File: config.mk
export PLATFORM = sky130hd
export DESIGN_NAME = i2c_target
export DESIGN_NICKNAME = d
export VERILOG_FILES = /design/src/hw/i2c_target_pkg.sv /design/src/hw/i2c_target.sv /design/src/hw/reg_store.sv
export SDC_FILE = /design/constraint.sdc
export NUM_CORES = 2
export LEC_CHECK = 0
export BUFFER_PORTS_ARGS = -buffer_cell sky130_fd_sc_hd__buf_4
export CAP_MARGIN = 10
export CORE_MARGIN = 2
export CORE_UTILIZATION = 63
export CTS_CLUSTER_SIZE = 25
export DETAILED_ROUTE_END_ITERATION = 6
export PLACE_DENSITY = 0.75
export REMOVE_ABC_BUFFERS = 1
export SYNTH_ARGS = -nofsm -noshare
export SYNTH_HDL_FRONTEND = slang
export SYNTH_SLANG_ARGS = --single-unit
export TNS_END_PERCENT = 5
File: constraint.sdc
create_clock -name clk -period 5.8 [get_ports clk]
set_input_delay 0.58 -clock clk [delete_from_list [all_inputs] [get_ports clk]]
set_output_delay 0.58 -clock clk [all_outputs]
set_load 0.01 [all_outputs]
File: src/hw/i2c_target_pkg.sv
// Package: constants and types for the paged I2C register target
package i2c_target_pkg;
    localparam logic [6:0] SECONDARY_ADDR = 7'h09;
    localparam logic [6:0] PRIMARY_ADDR_DEFAULT = 7'h58;
    localparam logic [15:0] PAGE_SELECT_OFFSET = 16'hfffc;
    localparam logic [7:0] PAGE_SELECT_SHORT_OFFSET = 8'hfc;
    localparam logic [31:0] PAGE_SELECT_RESET = 32'h0000_0000;
    localparam int REG_ADDR_WIDTH = 16;
    localparam int USER_SPACE_BIT = 15;
    localparam int CLK_HZ = 20_000_000;
    localparam int GLITCH_FILTER_CYCLES = 2;

    typedef struct packed {
        logic we;
        logic re;
        logic [15:0] addr;
        logic [7:0] wdata;
        logic secondary;
    } reg_req_t;
endpackage : i2c_target_pkg

File: src/hw/i2c_target.sv
// I2C target port with paged 16-bit register addressing
`timescale 1ns/1ps
module i2c_target
    import i2c_target_pkg::*;
#(
    parameter int STORE_ADDR_WIDTH = 8
) (
    // Clock and reset
    input wire logic clk,
    input wire logic reset_n,
    // I2C pins
    input wire logic scl_in,
    input wire logic sda_in,
    output logic sda_out,
    output logic sda_oe,
    // Address configuration
    input wire logic addr_strap_low,
    input wire logic addr_strap_high,
    input wire logic addr_bit_two_gpio,
    input wire logic addr_bit_two_gpio_default,
    input wire logic addr_load_valid,
    input wire logic [6:0] addr_load_value,
    input wire logic two_byte_offset_mode,
    // Register access toward the device
    output reg_req_t reg_req,
    input wire logic [7:0] reg_rdata,
    // Status
    output logic [31:0] page_select,
    output logic busy
);
    typedef enum logic [2:0] {
        ST_IDLE, ST_ADDR, ST_ADDR_ACK, ST_WRITE, ST_WRITE_ACK,
        ST_READ, ST_READ_ACK
    } state_t;

    // ------------------------------------------------------------
    // Pin sampling and bus conditions
    // ------------------------------------------------------------
    // Two stage history; at 20 MHz a 1 MHz bit gives twenty samples
    logic [1:0] scl_h_r;
    logic [1:0] sda_h_r;
    always_ff @(posedge clk or negedge reset_n) begin
        if (!reset_n) begin
            scl_h_r <= 2'b11;
            sda_h_r <= 2'b11;
        end else begin
            scl_h_r <= {scl_h_r[0], scl_in};
            sda_h_r <= {sda_h_r[0], sda_in};
        end
    end
    logic scl_rise, scl_fall, start_c, stop_c;
    assign scl_rise = scl_h_r == 2'b01;
    assign scl_fall = scl_h_r == 2'b10;
    assign start_c = scl_h_r[1] && scl_h_r[0] && sda_h_r == 2'b10;
    assign stop_c = scl_h_r[1] && scl_h_r[0] && sda_h_r == 2'b01;

    // ------------------------------------------------------------
    // Bus address resolution
    // ------------------------------------------------------------
    logic [6:0] base_addr_r;
    logic rst_seen_r;
    // Load value or GPIO bit two is caught after reset release, never in reset
    always_ff @(posedge clk or negedge reset_n) begin
        if (!reset_n) begin
            base_addr_r <= PRIMARY_ADDR_DEFAULT;
            rst_seen_r <= 1'b0;
        end else if (!rst_seen_r) begin
            rst_seen_r <= 1'b1;
            if (addr_load_valid) begin
                base_addr_r <= addr_load_value;
            end else if (addr_bit_two_gpio_default) begin
                base_addr_r[2] <= addr_bit_two_gpio;
            end
        end
    end
    logic [6:0] primary_addr;
    // Straps assumed static, so sampled directly
    assign primary_addr = {base_addr_r[6:2], addr_strap_high,
                           addr_strap_low};

    // ------------------------------------------------------------
    // Byte engine
    // ------------------------------------------------------------
    state_t state_r;
    logic [7:0] shift_r;
    logic [3:0] bit_cnt_r;
    logic rw_r, sec_r, nack_r;
    logic [1:0] offs_cnt_r;
    logic [15:0] ptr_r;
    logic [2:0] page_cnt_r;
    logic in_page_r;
    logic [7:0] tx_r;

    logic addr_hit;
    assign addr_hit = shift_r[7:1] == primary_addr ||
                      shift_r[7:1] == SECONDARY_ADDR;

    always_ff @(posedge clk or negedge reset_n) begin
        if (!reset_n) begin
            state_r <= ST_IDLE;
            bit_cnt_r <= 4'd0;
            shift_r <= 8'h00;
            rw_r <= 1'b0;
            sec_r <= 1'b0;
            nack_r <= 1'b0;
        end else if (start_c) begin
            state_r <= ST_ADDR;
            bit_cnt_r <= 4'd0;
        end else if (stop_c) begin
            state_r <= ST_IDLE;
        end else if (scl_rise) begin
            bit_cnt_r <= bit_cnt_r + 4'd1;
            unique case (state_r)
                ST_ADDR, ST_WRITE: begin
                    shift_r <= {shift_r[6:0], sda_h_r[1]};
                end
                ST_READ_ACK: begin
                    nack_r <= sda_h_r[1];
                end
                default: begin
                end
            endcase
        end else if (scl_fall) begin
            unique case (state_r)
                ST_ADDR: begin
                    if (bit_cnt_r == 4'd8) begin
                        if (addr_hit) begin
                            state_r <= ST_ADDR_ACK;
                            rw_r <= shift_r[0];
                            sec_r <= shift_r[7:1] == SECONDARY_ADDR;
                        end else begin
                            state_r <= ST_IDLE;
                        end
                    end
                end
                ST_ADDR_ACK, ST_WRITE_ACK: begin
                    state_r <= rw_r ? ST_READ : ST_WRITE;
                    bit_cnt_r <= 4'd0;
                end
                ST_WRITE: begin
                    if (bit_cnt_r == 4'd8) begin
                        state_r <= ST_WRITE_ACK;
                    end
                end
                ST_READ: begin
                    if (bit_cnt_r == 4'd8) begin
                        state_r <= ST_READ_ACK;
                    end
                end
                ST_READ_ACK: begin
                    state_r <= nack_r ? ST_IDLE : ST_READ;
                    bit_cnt_r <= 4'd0;
                end
                default: begin
                end
            endcase
        end
    end

    // ------------------------------------------------------------
    // Offset capture, pointer and page register
    // ------------------------------------------------------------
    logic wbyte_end;
    assign wbyte_end = scl_fall && state_r == ST_WRITE &&
                       bit_cnt_r == 4'd8;
    logic rbyte_end;
    assign rbyte_end = scl_fall && state_r == ST_READ &&
                       bit_cnt_r == 4'd8;
    logic offs_need;
    assign offs_need = offs_cnt_r < (two_byte_offset_mode ? 2'd2 : 2'd1);

    always_ff @(posedge clk or negedge reset_n) begin
        if (!reset_n) begin
            offs_cnt_r <= 2'd0;
            ptr_r <= 16'h0000;
            page_select <= PAGE_SELECT_RESET;
            page_cnt_r <= 3'd0;
            in_page_r <= 1'b0;
        end else if (start_c) begin
            offs_cnt_r <= 2'd0;
        end else if (wbyte_end && offs_need) begin
            offs_cnt_r <= offs_cnt_r + 2'd1;
            if (two_byte_offset_mode) begin
                ptr_r <= {ptr_r[7:0], shift_r};
                in_page_r <= {ptr_r[7:0], shift_r} ==
                             PAGE_SELECT_OFFSET;
            end else begin
                ptr_r <= {page_select[15:8], shift_r};
                in_page_r <= shift_r ==
                             PAGE_SELECT_SHORT_OFFSET;
            end
            page_cnt_r <= 3'd0;
        end else if (wbyte_end || rbyte_end) begin
            if (wbyte_end && in_page_r && page_cnt_r < 3'd4) begin
                // Page bytes go in low byte first
                page_select[page_cnt_r[1:0]*8 +: 8] <= shift_r;
                page_cnt_r <= page_cnt_r + 3'd1;
            end
            if (two_byte_offset_mode) begin
                ptr_r <= ptr_r + 16'd1;
            end else begin
                // Page wraps rather than crossing; controller avoids it
                ptr_r[7:0] <= ptr_r[7:0] + 8'd1;
            end
        end
    end

    // ------------------------------------------------------------
    // Register requests and read path
    // ------------------------------------------------------------
    logic [7:0] store_rdata;
    logic [7:0] page_byte;
    assign page_byte = page_select[ptr_r[1:0]*8 +: 8];
    always_ff @(posedge clk or negedge reset_n) begin
        if (!reset_n) begin
            reg_req <= '0;
        end else begin
            reg_req.we <= wbyte_end && !offs_need && !in_page_r &&
                          ptr_r[USER_SPACE_BIT] | sec_r;
            reg_req.re <= (scl_fall && state_r == ST_ADDR_ACK && rw_r) ||
                          (scl_fall && state_r == ST_READ_ACK && !nack_r);
            reg_req.addr <= ptr_r;
            reg_req.wdata <= shift_r;
            reg_req.secondary <= sec_r;
        end
    end

    // Page register reads back from its own storage; lower half reads 0 on the primary address
    logic [7:0] rd_byte;
    assign rd_byte = in_page_r ? page_byte : sec_r ? store_rdata :
                     ptr_r[USER_SPACE_BIT] ? reg_rdata : 8'h00;
    // Reserved registers behind the secondary address are kept locally
    reg_store #(.ADDR_WIDTH(STORE_ADDR_WIDTH)) reserved_store (
        .clk(clk), .we(wbyte_end && !offs_need && !in_page_r && sec_r),
        .addr(ptr_r[STORE_ADDR_WIDTH-1:0]), .wdata(shift_r),
        .rdata(store_rdata)
    );

    always_ff @(posedge clk or negedge reset_n) begin
        if (!reset_n) begin
            tx_r <= 8'h00;
        end else if (scl_fall && state_r == ST_READ && bit_cnt_r < 4'd8) begin
            tx_r <= {tx_r[6:0], 1'b0};
        end else if (scl_fall && (state_r == ST_ADDR_ACK ||
                                  state_r == ST_READ_ACK)) begin
            tx_r <= rd_byte;
        end
    end

    // ------------------------------------------------------------
    // SDA drive: open drain, low only
    // ------------------------------------------------------------
    always_ff @(posedge clk or negedge reset_n) begin
        if (!reset_n) begin
            sda_oe <= 1'b0;
        end else if (scl_fall || start_c || stop_c) begin
            sda_oe <= 1'b0;
            if (scl_fall && !start_c && !stop_c) begin
                if (state_r == ST_ADDR && bit_cnt_r == 4'd8) begin
                    sda_oe <= addr_hit;
                end else if (state_r == ST_WRITE && bit_cnt_r == 4'd8) begin
                    sda_oe <= 1'b1;
                end else if ((state_r == ST_ADDR_ACK && rw_r) ||
                             (state_r == ST_READ && bit_cnt_r < 4'd8) ||
                             (state_r == ST_READ_ACK && !nack_r)) begin
                    sda_oe <= (state_r == ST_READ) ? !tx_r[6] : !rd_byte[7];
                end
            end
        end
    end
    assign sda_out = 1'b0;
    assign busy = state_r != ST_IDLE;

    // ------------------------------------------------------------
    // Assertions
    // ------------------------------------------------------------
    foreign_no_ack_a: assert property (@(posedge clk) disable iff (!reset_n)
        (scl_fall && state_r == ST_ADDR && bit_cnt_r == 4'd8 && !addr_hit &&
         !start_c && !stop_c) |=> !sda_oe && state_r == ST_IDLE)
        else $error("foreign address acknowledged");
    own_addr_ack_a: assert property (@(posedge clk) disable iff (!reset_n)
        (scl_fall && state_r == ST_ADDR && bit_cnt_r == 4'd8 && addr_hit &&
         !start_c && !stop_c) |=> sda_oe && state_r == ST_ADDR_ACK)
        else $error("own address not acknowledged");
    ptr_step_a: assert property (@(posedge clk) disable iff (!reset_n)
        (rbyte_end && !start_c && !stop_c) |=>
        ptr_r[7:0] == $past(ptr_r[7:0]) + 8'd1)
        else $error("pointer did not advance");
    one_byte_page_a: assert property (@(posedge clk) disable iff (!reset_n)
        (wbyte_end && !start_c && !stop_c && !two_byte_offset_mode &&
         offs_cnt_r == 2'd0 && !rw_r) |=>
        ptr_r == {page_select[15:8], $past(shift_r)})
        else $error("paged address wrong");
    page_window_a: assert property (@(posedge clk) disable iff (!reset_n)
        (wbyte_end && !start_c && !stop_c && !two_byte_offset_mode &&
         offs_need && !rw_r && shift_r == 8'hfc) |=> in_page_r)
        else $error("page register not selected");
    lower_half_a: assert property (@(posedge clk) disable iff (!reset_n)
        reg_req.we |-> reg_req.addr[USER_SPACE_BIT] || reg_req.secondary)
        else $error("write into lower half");
    default_addr_a: assert property (@(posedge clk)
        $rose(reset_n) |-> base_addr_r == PRIMARY_ADDR_DEFAULT)
        else $error("primary address default wrong");
    strap_bits_a: assert property (@(posedge clk) disable iff (!reset_n)
        (scl_fall && state_r == ST_ADDR && bit_cnt_r == 4'd8 && !start_c &&
         !stop_c && shift_r[7:1] == {base_addr_r[6:2], addr_strap_high,
         addr_strap_low}) |=> sda_oe)
        else $error("strap bits not applied");
    cv_write_c: cover property (@(posedge clk) disable iff (!reset_n)
        reg_req.we);
    cv_read_c: cover property (@(posedge clk) disable iff (!reset_n)
        reg_req.re);
    cv_page_c: cover property (@(posedge clk) disable iff (!reset_n)
        wbyte_end && in_page_r);
endmodule : i2c_target

File: src/hw/reg_store.sv
// Small register memory with registered read data
`timescale 1ns/1ps
module reg_store
    import i2c_target_pkg::*;
#(
    parameter int ADDR_WIDTH = 8
) (
    // Clock
    input wire logic clk,
    // Access
    input wire logic we,
    input wire logic [ADDR_WIDTH-1:0] addr,
    input wire logic [7:0] wdata,
    output logic [7:0] rdata
);
    logic [7:0] mem_r [0:(1<<ADDR_WIDTH)-1];

    always_ff @(posedge clk) begin
        if (we) begin
            mem_r[addr] <= wdata;
        end
        rdata <= mem_r[addr];
    end
endmodule : reg_store

* Word level (Yosys, flattened, before mapping) *
Memory sizes are Yosys's and may differ from the RTL's. A register that Yosys moved wholly into a read port is not among the register bits.
Index checks and enable logic that the tools add are counted.

operators by class
  eq/ne operators = 20
  reduce and logical (&&, ||, !) cells = 68
  add/subtract/negate cells = 6
  bitwise logic cells = 6
  shifts and indexed selects = 3
  order comparisons = 3
  mux-type cells = 43

operators by type and width
  operator                 number
  $mux 16                  3
  $mux 8                   5
  $mux 3                   12
  $neg 5->34               1
  $shift 8x34->32 const A  1
  $shiftx 8x34->32         1
  $bwmux 32                1
  $shiftx 32x6->8          1
  $logic_and 1x1->1        27
  $mux 4                   5
  $add 16x1->16 const B    1
  $eq 16x16->1 const B     1
  $pmux 3 s5               1
  $mux 7                   2
  $reduce_and 4->1         3
  $reduce_bool 2->1        6
  $reduce_bool 3->1        4
  $mux 1                   10
  $eq 3x3->1 const B       3
  $reduce_and 3->1         3
  $add 8x1->8 const B      1
  $eq 8x8->1 const B       1
  $logic_or 1x1->1         8
  $mux 2                   4
  26 further kinds         44

storage, ports and cells
  input port bits = 25
  flip-flop bits (word level) = 119
  output and inout bits = 62
  memories kept = 1
  bits in writable memories = 2,048
  logic and storage cells = 174

memory list
  memory                words  width  rd ports  clocked after memory_dff  wr ports  line             text
  reserved_store.mem_r  256    8      1         1                         1         reg_store.sv:16  logic [7:0] mem_r [0:(1<<ADDR_WIDTH)-1];

* Logic depth before layout (Yosys ltp) *
  depth after elaboration = 9
  mapped depth = 11
  gate-level depth less buffers = 8

* Cells and area by module *
A second synthesis with hierarchy kept.

second synthesis, totals
  cell total of the unflattened synthesis = 4,127
  area total of the unflattened synthesis = 84,370.9 µm²

modules (own cells, without submodules)
  module      sequential area each (µm²)  area an instance (µm²)  cells each  instances
  reg_store   61,659.1                    78,492.8                3,547       1
  i2c_target  2,936.6                     5,878.1                 580         1

* Least setup slack after synthesis *
Ideal clock, no wire load.

  kind = flip-flop to flip-flop
  start = register shift_r[6]
  end = register rw_r
  setup time = 0.125 ns
  cell stages (with the launch flop) = 7
  period minus slack after synthesis = 4.834 ns
  setup slack = 0.966 ns
  buffers on the path = 1
  data required time = 5.675 ns
  arrival time = 4.709 ns
  cell sequence = dfrtp_1 > clkbuf_1 > xnor2_1 > nand4_1 > o41ai_1 > nand3_1 > mux2_2

on the way
  longest elaborated chain between the ends = 3
  elaborated cells on any way between the ends = 4
  classes of those cells = eq/ne: 2; reduce/logical: 2

RTL lines
  element                                   line                                text
  start: declaration                        i2c_target.sv:85                    logic [7:0] shift_r;
  start signal: assignment                  i2c_target.sv:115                   shift_r <= {shift_r[6:0], sda_h_r[1]};
  $eq 7x7->1 or $eq 7x4->1 (tied branches)  i2c_target.sv:95, i2c_target.sv:96
  $logic_or 1x1->1 *                        i2c_target.sv:95                    assign addr_hit = shift_r[7:1] == primary_addr ||
  $reduce_and 7->1 (no line) *              n/a
  end signal: assignment                    i2c_target.sv:129                   rw_r <= shift_r[0];
  end: declaration                          i2c_target.sv:87                    logic rw_r, sec_r, nack_r;

Every way passes the cells marked *; elsewhere a longest branch is shown, timed or not.
A chain may end at the register's enable or synchronous reset.

==> results.md <==
- Placed cell area: 0.08661 sq mm
- Top Ports: 87
- Post-detail-place hpwl: 108500 microns
- Overall Power: 31.07 mW
- Status: completed
- Via/cell ratio: 6.864
- Startpoint type of the worst setup path: flop
- Clock Latency Late Sink: 830 ps
- Mapped cell area: 0.08402 sq mm
- Slew headroom: 8.981%
- Ys async rst share: 5.384%
- Initial Utilization: 63.20%
- Fin nets: 4276
- Initial antenna violation count: 1
- Total GRT Usage: 29.16%
- Fmax: 208.6 MHz
- Leading area contributor after synthesis: edfxtp_1
- Die X: 369.2 microns
- CTS resizes: 0
- Worst Tran Pin Value: 1353 ps
- Setup tns final: 0 ps
- Fin area: 0.09306 sq mm
- Core Util, Final: 69.99%
- Root Buffer: clkbuf_16
- GPL Wtd Cong: 0.8769
- Clk slew on worst S/H paths: 60 ps
- Final Hold Vio Count: 0
- Fill count: 7768
- PD cells: 333.8 mW/mm^2
- Synthesized flop and latch total: 2173
- Critical setup path kind: flop to flop
- Critical Path AT: 5490 ps
- Max-slew violations: 0
- Setup repair bufs after CTS: 0
- Total of max-cap violations: 0
- Pre-CTS setup slack: 1225 ps
- Worst hold-check path type: input pin to flop
- First DRT Iteration DRCs: 6122
- CTS Buf Count: 201
- Via Count: 42340
- Port Buffer Count: 83
- Ys flop type: edfxtp_1
- Layout Cells excl Fill: 6168
- Placed insts: 5791
- Post-route ant nets: 0
- Drt first pass iters: 7
- Yosys cell types: 60
- Final setup violation count: 0
- Worst Path Required: 6490 ps
- Top cells by area, synth: edfxtp_1 (73%), mux4_2 (14%), dfrtp_1 (3.3%)
- Post-synth EDFFs: 2048
- Yosys warning count: 0
- Hold_ws: 80.88 ps
- Final WS setup: 1006 ps
- Crit. End Element: flop
- RSZ-0062 raised after global routing: false
- CTS Sinks: 2173
- Layout cells sized above 1: 22.90%
- Remaining global-route overflow: 0
- Vias in the first global route: 42100
- Row cnt: 134
- Die extent in y: 369.2 microns
- Longest Clk Path Bufs: 3
- DRC viols: 0
- Leak: 29.57 nW
- TritonCTS clock tree: built
- Clk_skew: 30.51 ps
- Total die area: 0.1363 sq mm
- H-tree depth: 4
- Fin crit period: 4794 ps
- Mapped Cells: 4134
- Top cell type's share of synthesized area: 73.19%
- Largest net degree at the start of global routing: 228
- Wirelength, routed: 196800 microns
- First-pass GRT wire length: 286200 microns
- Area of the core: 0.1330 sq mm
- Peak VDD IR: 0.3018 mV
- CP Max Fanout: 53
- WL/cell: 31.90 microns
- Period utilization: 82.66%
- Sequential-to-total area share from yosys stat: 76.88%
- Area growth from synthesis to layout: 10.75%
- Avg Cell Area, Syn: 20.33 sq um
==> final cells by class <==
class	count	area (sq um)	area share [%]
clock buffer	273	5530	5.943
tap	1768	2212	2.377
clock inverter	95	840.8	0.9035
inverter	18	67.56	0.07261
multi-input combinational	1676	18290	19.65
timing repair buffer	163	1479	1.589
sequential	2173	64630	69.45
antenna	2	5.005	0.005378
==> final timing paths <==
| path | start | to | slack (ps) | cells after the start |
|---|---|---|---|---|
| min | addr_load_value[2] | base_addr_r[2]$_DFFE_PN0P_ | 80 | 3 |
| max reg2reg | ptr_r[1]$_DFFE_PN0P_ | reserved_store.rdata[3]$_DFF_P_ | 1010 | 7 |
| min reg2reg | scl_h_r[0]$_DFF_PN1_ | scl_h_r[1]$_DFF_PN1_ | 400 | 0 |
| min in group asynchronous | reset_n | base_addr_r[5]$_DFFE_PN0P_ | 370 | 2 |
| max in group asynchronous | reset_n | ptr_r[0]$_DFFE_PN0P_ | 4080 | 3 |
| max | ptr_r[1]$_DFFE_PN0P_ | reserved_store.rdata[3]$_DFF_P_ | 1010 | 7 |
==> power by group <==
part           total [mW]  switching, mW  leakage (nW)  internal [mW]
sequential           17.7          0.197          20.2           17.5
clock                12.9           5.58          3.10           7.28
combinational       0.551          0.440          6.26          0.111
==> sequential cells by signal, indices dropped and copies added, names as in the netlist <==
name,count
nack_r,1
page_select,32
rst_seen_r,1
sda_h_r,2
base_addr_r,5
rw_r,1
ptr_r,16
sec_r,1
shift_r,8
offs_cnt_r,2
bit_cnt_r,4
reg_req,27
in_page_r,1
scl_h_r,2
reserved_store.mem_r,2048
page_cnt_r,3
sda_oe,1
reserved_store.rdata,8
tx_r,7
state_r,3
==> routing by layer <==
layer	vias up	GRT usage [%]	wire, microns	share of wire, %
met5	-	0	0	0
met4	0	10.27	7020	3.6
met3	407	6.478	18750	9.5
met2	2389	46.85	97810	50
met1	22240	40.26	73170	37
li1	17300	-	-	-
==> critical path, stage by stage, from the launching register on <==
cell     delay [ps]
dfrtp_4        1070
buf_4           600
mux4_2          430
a22oi_1         300
a21oi_1         190
nor4_1         1060
o22ai_1         430
or3_1           480
==> cell families after synthesis <==
group	synth area share, %
flip-flops	76.88
AND/OR/NAND/NOR	2.834
AO/OA/AOI/OAI	4.251
multiplexers	14.20
buffers and inverters	1.444
adder cells (fa/ha/maj)	0.2680
XOR/XNOR	0.1147
other	0.008938
==> what timing repair did <==
item                                   in CTS  in global routing
hold buffers                                7                  0
setup endpoints to repair                   0                  0
endpoints found under the hold margin      54                  0
==> layout by cell type (no fill, tap or decap), types with 16 or more instances in the layout <==
cell and count:
edfxtp_1 2048, mux4_2 520, nor2_1 299, a22oi_1 259
clkbuf_16 209, a21oi_1 164, buf_4 137, nand2_1 120
dfrtp_1 100, o21ai_0 65, clkbuf_1 58, clkinv_1 40
nor4_1 34, clkinv_2 27, buf_12 19, inv_1 18
ha_1 18, mux2_2 17, nor3_1 16
==> cell usage after synthesis (all sizes together), types with 4 or more instances <==
library cell and n:
inv 18, xor2 6, a31oi 4, mux2 17
o21a 4, xnor2 5, dfrtp 110, nor3 16
dfxtp 8, clkbuf 176, a22o 4, a22oi 259
mux4 520, a21oi 164, and2 5, nand2b 7
or3 10, dfstp 7, o21ai 66, nor3b 6
a221o 5, nand2 134, o22ai 13, ha 18
nor2 300, a41oi 4, nor4 34, nand4 9
nand3 15, nor2b 6, edfxtp 2048, buf 91
Power figures use the tool's default switching activity.
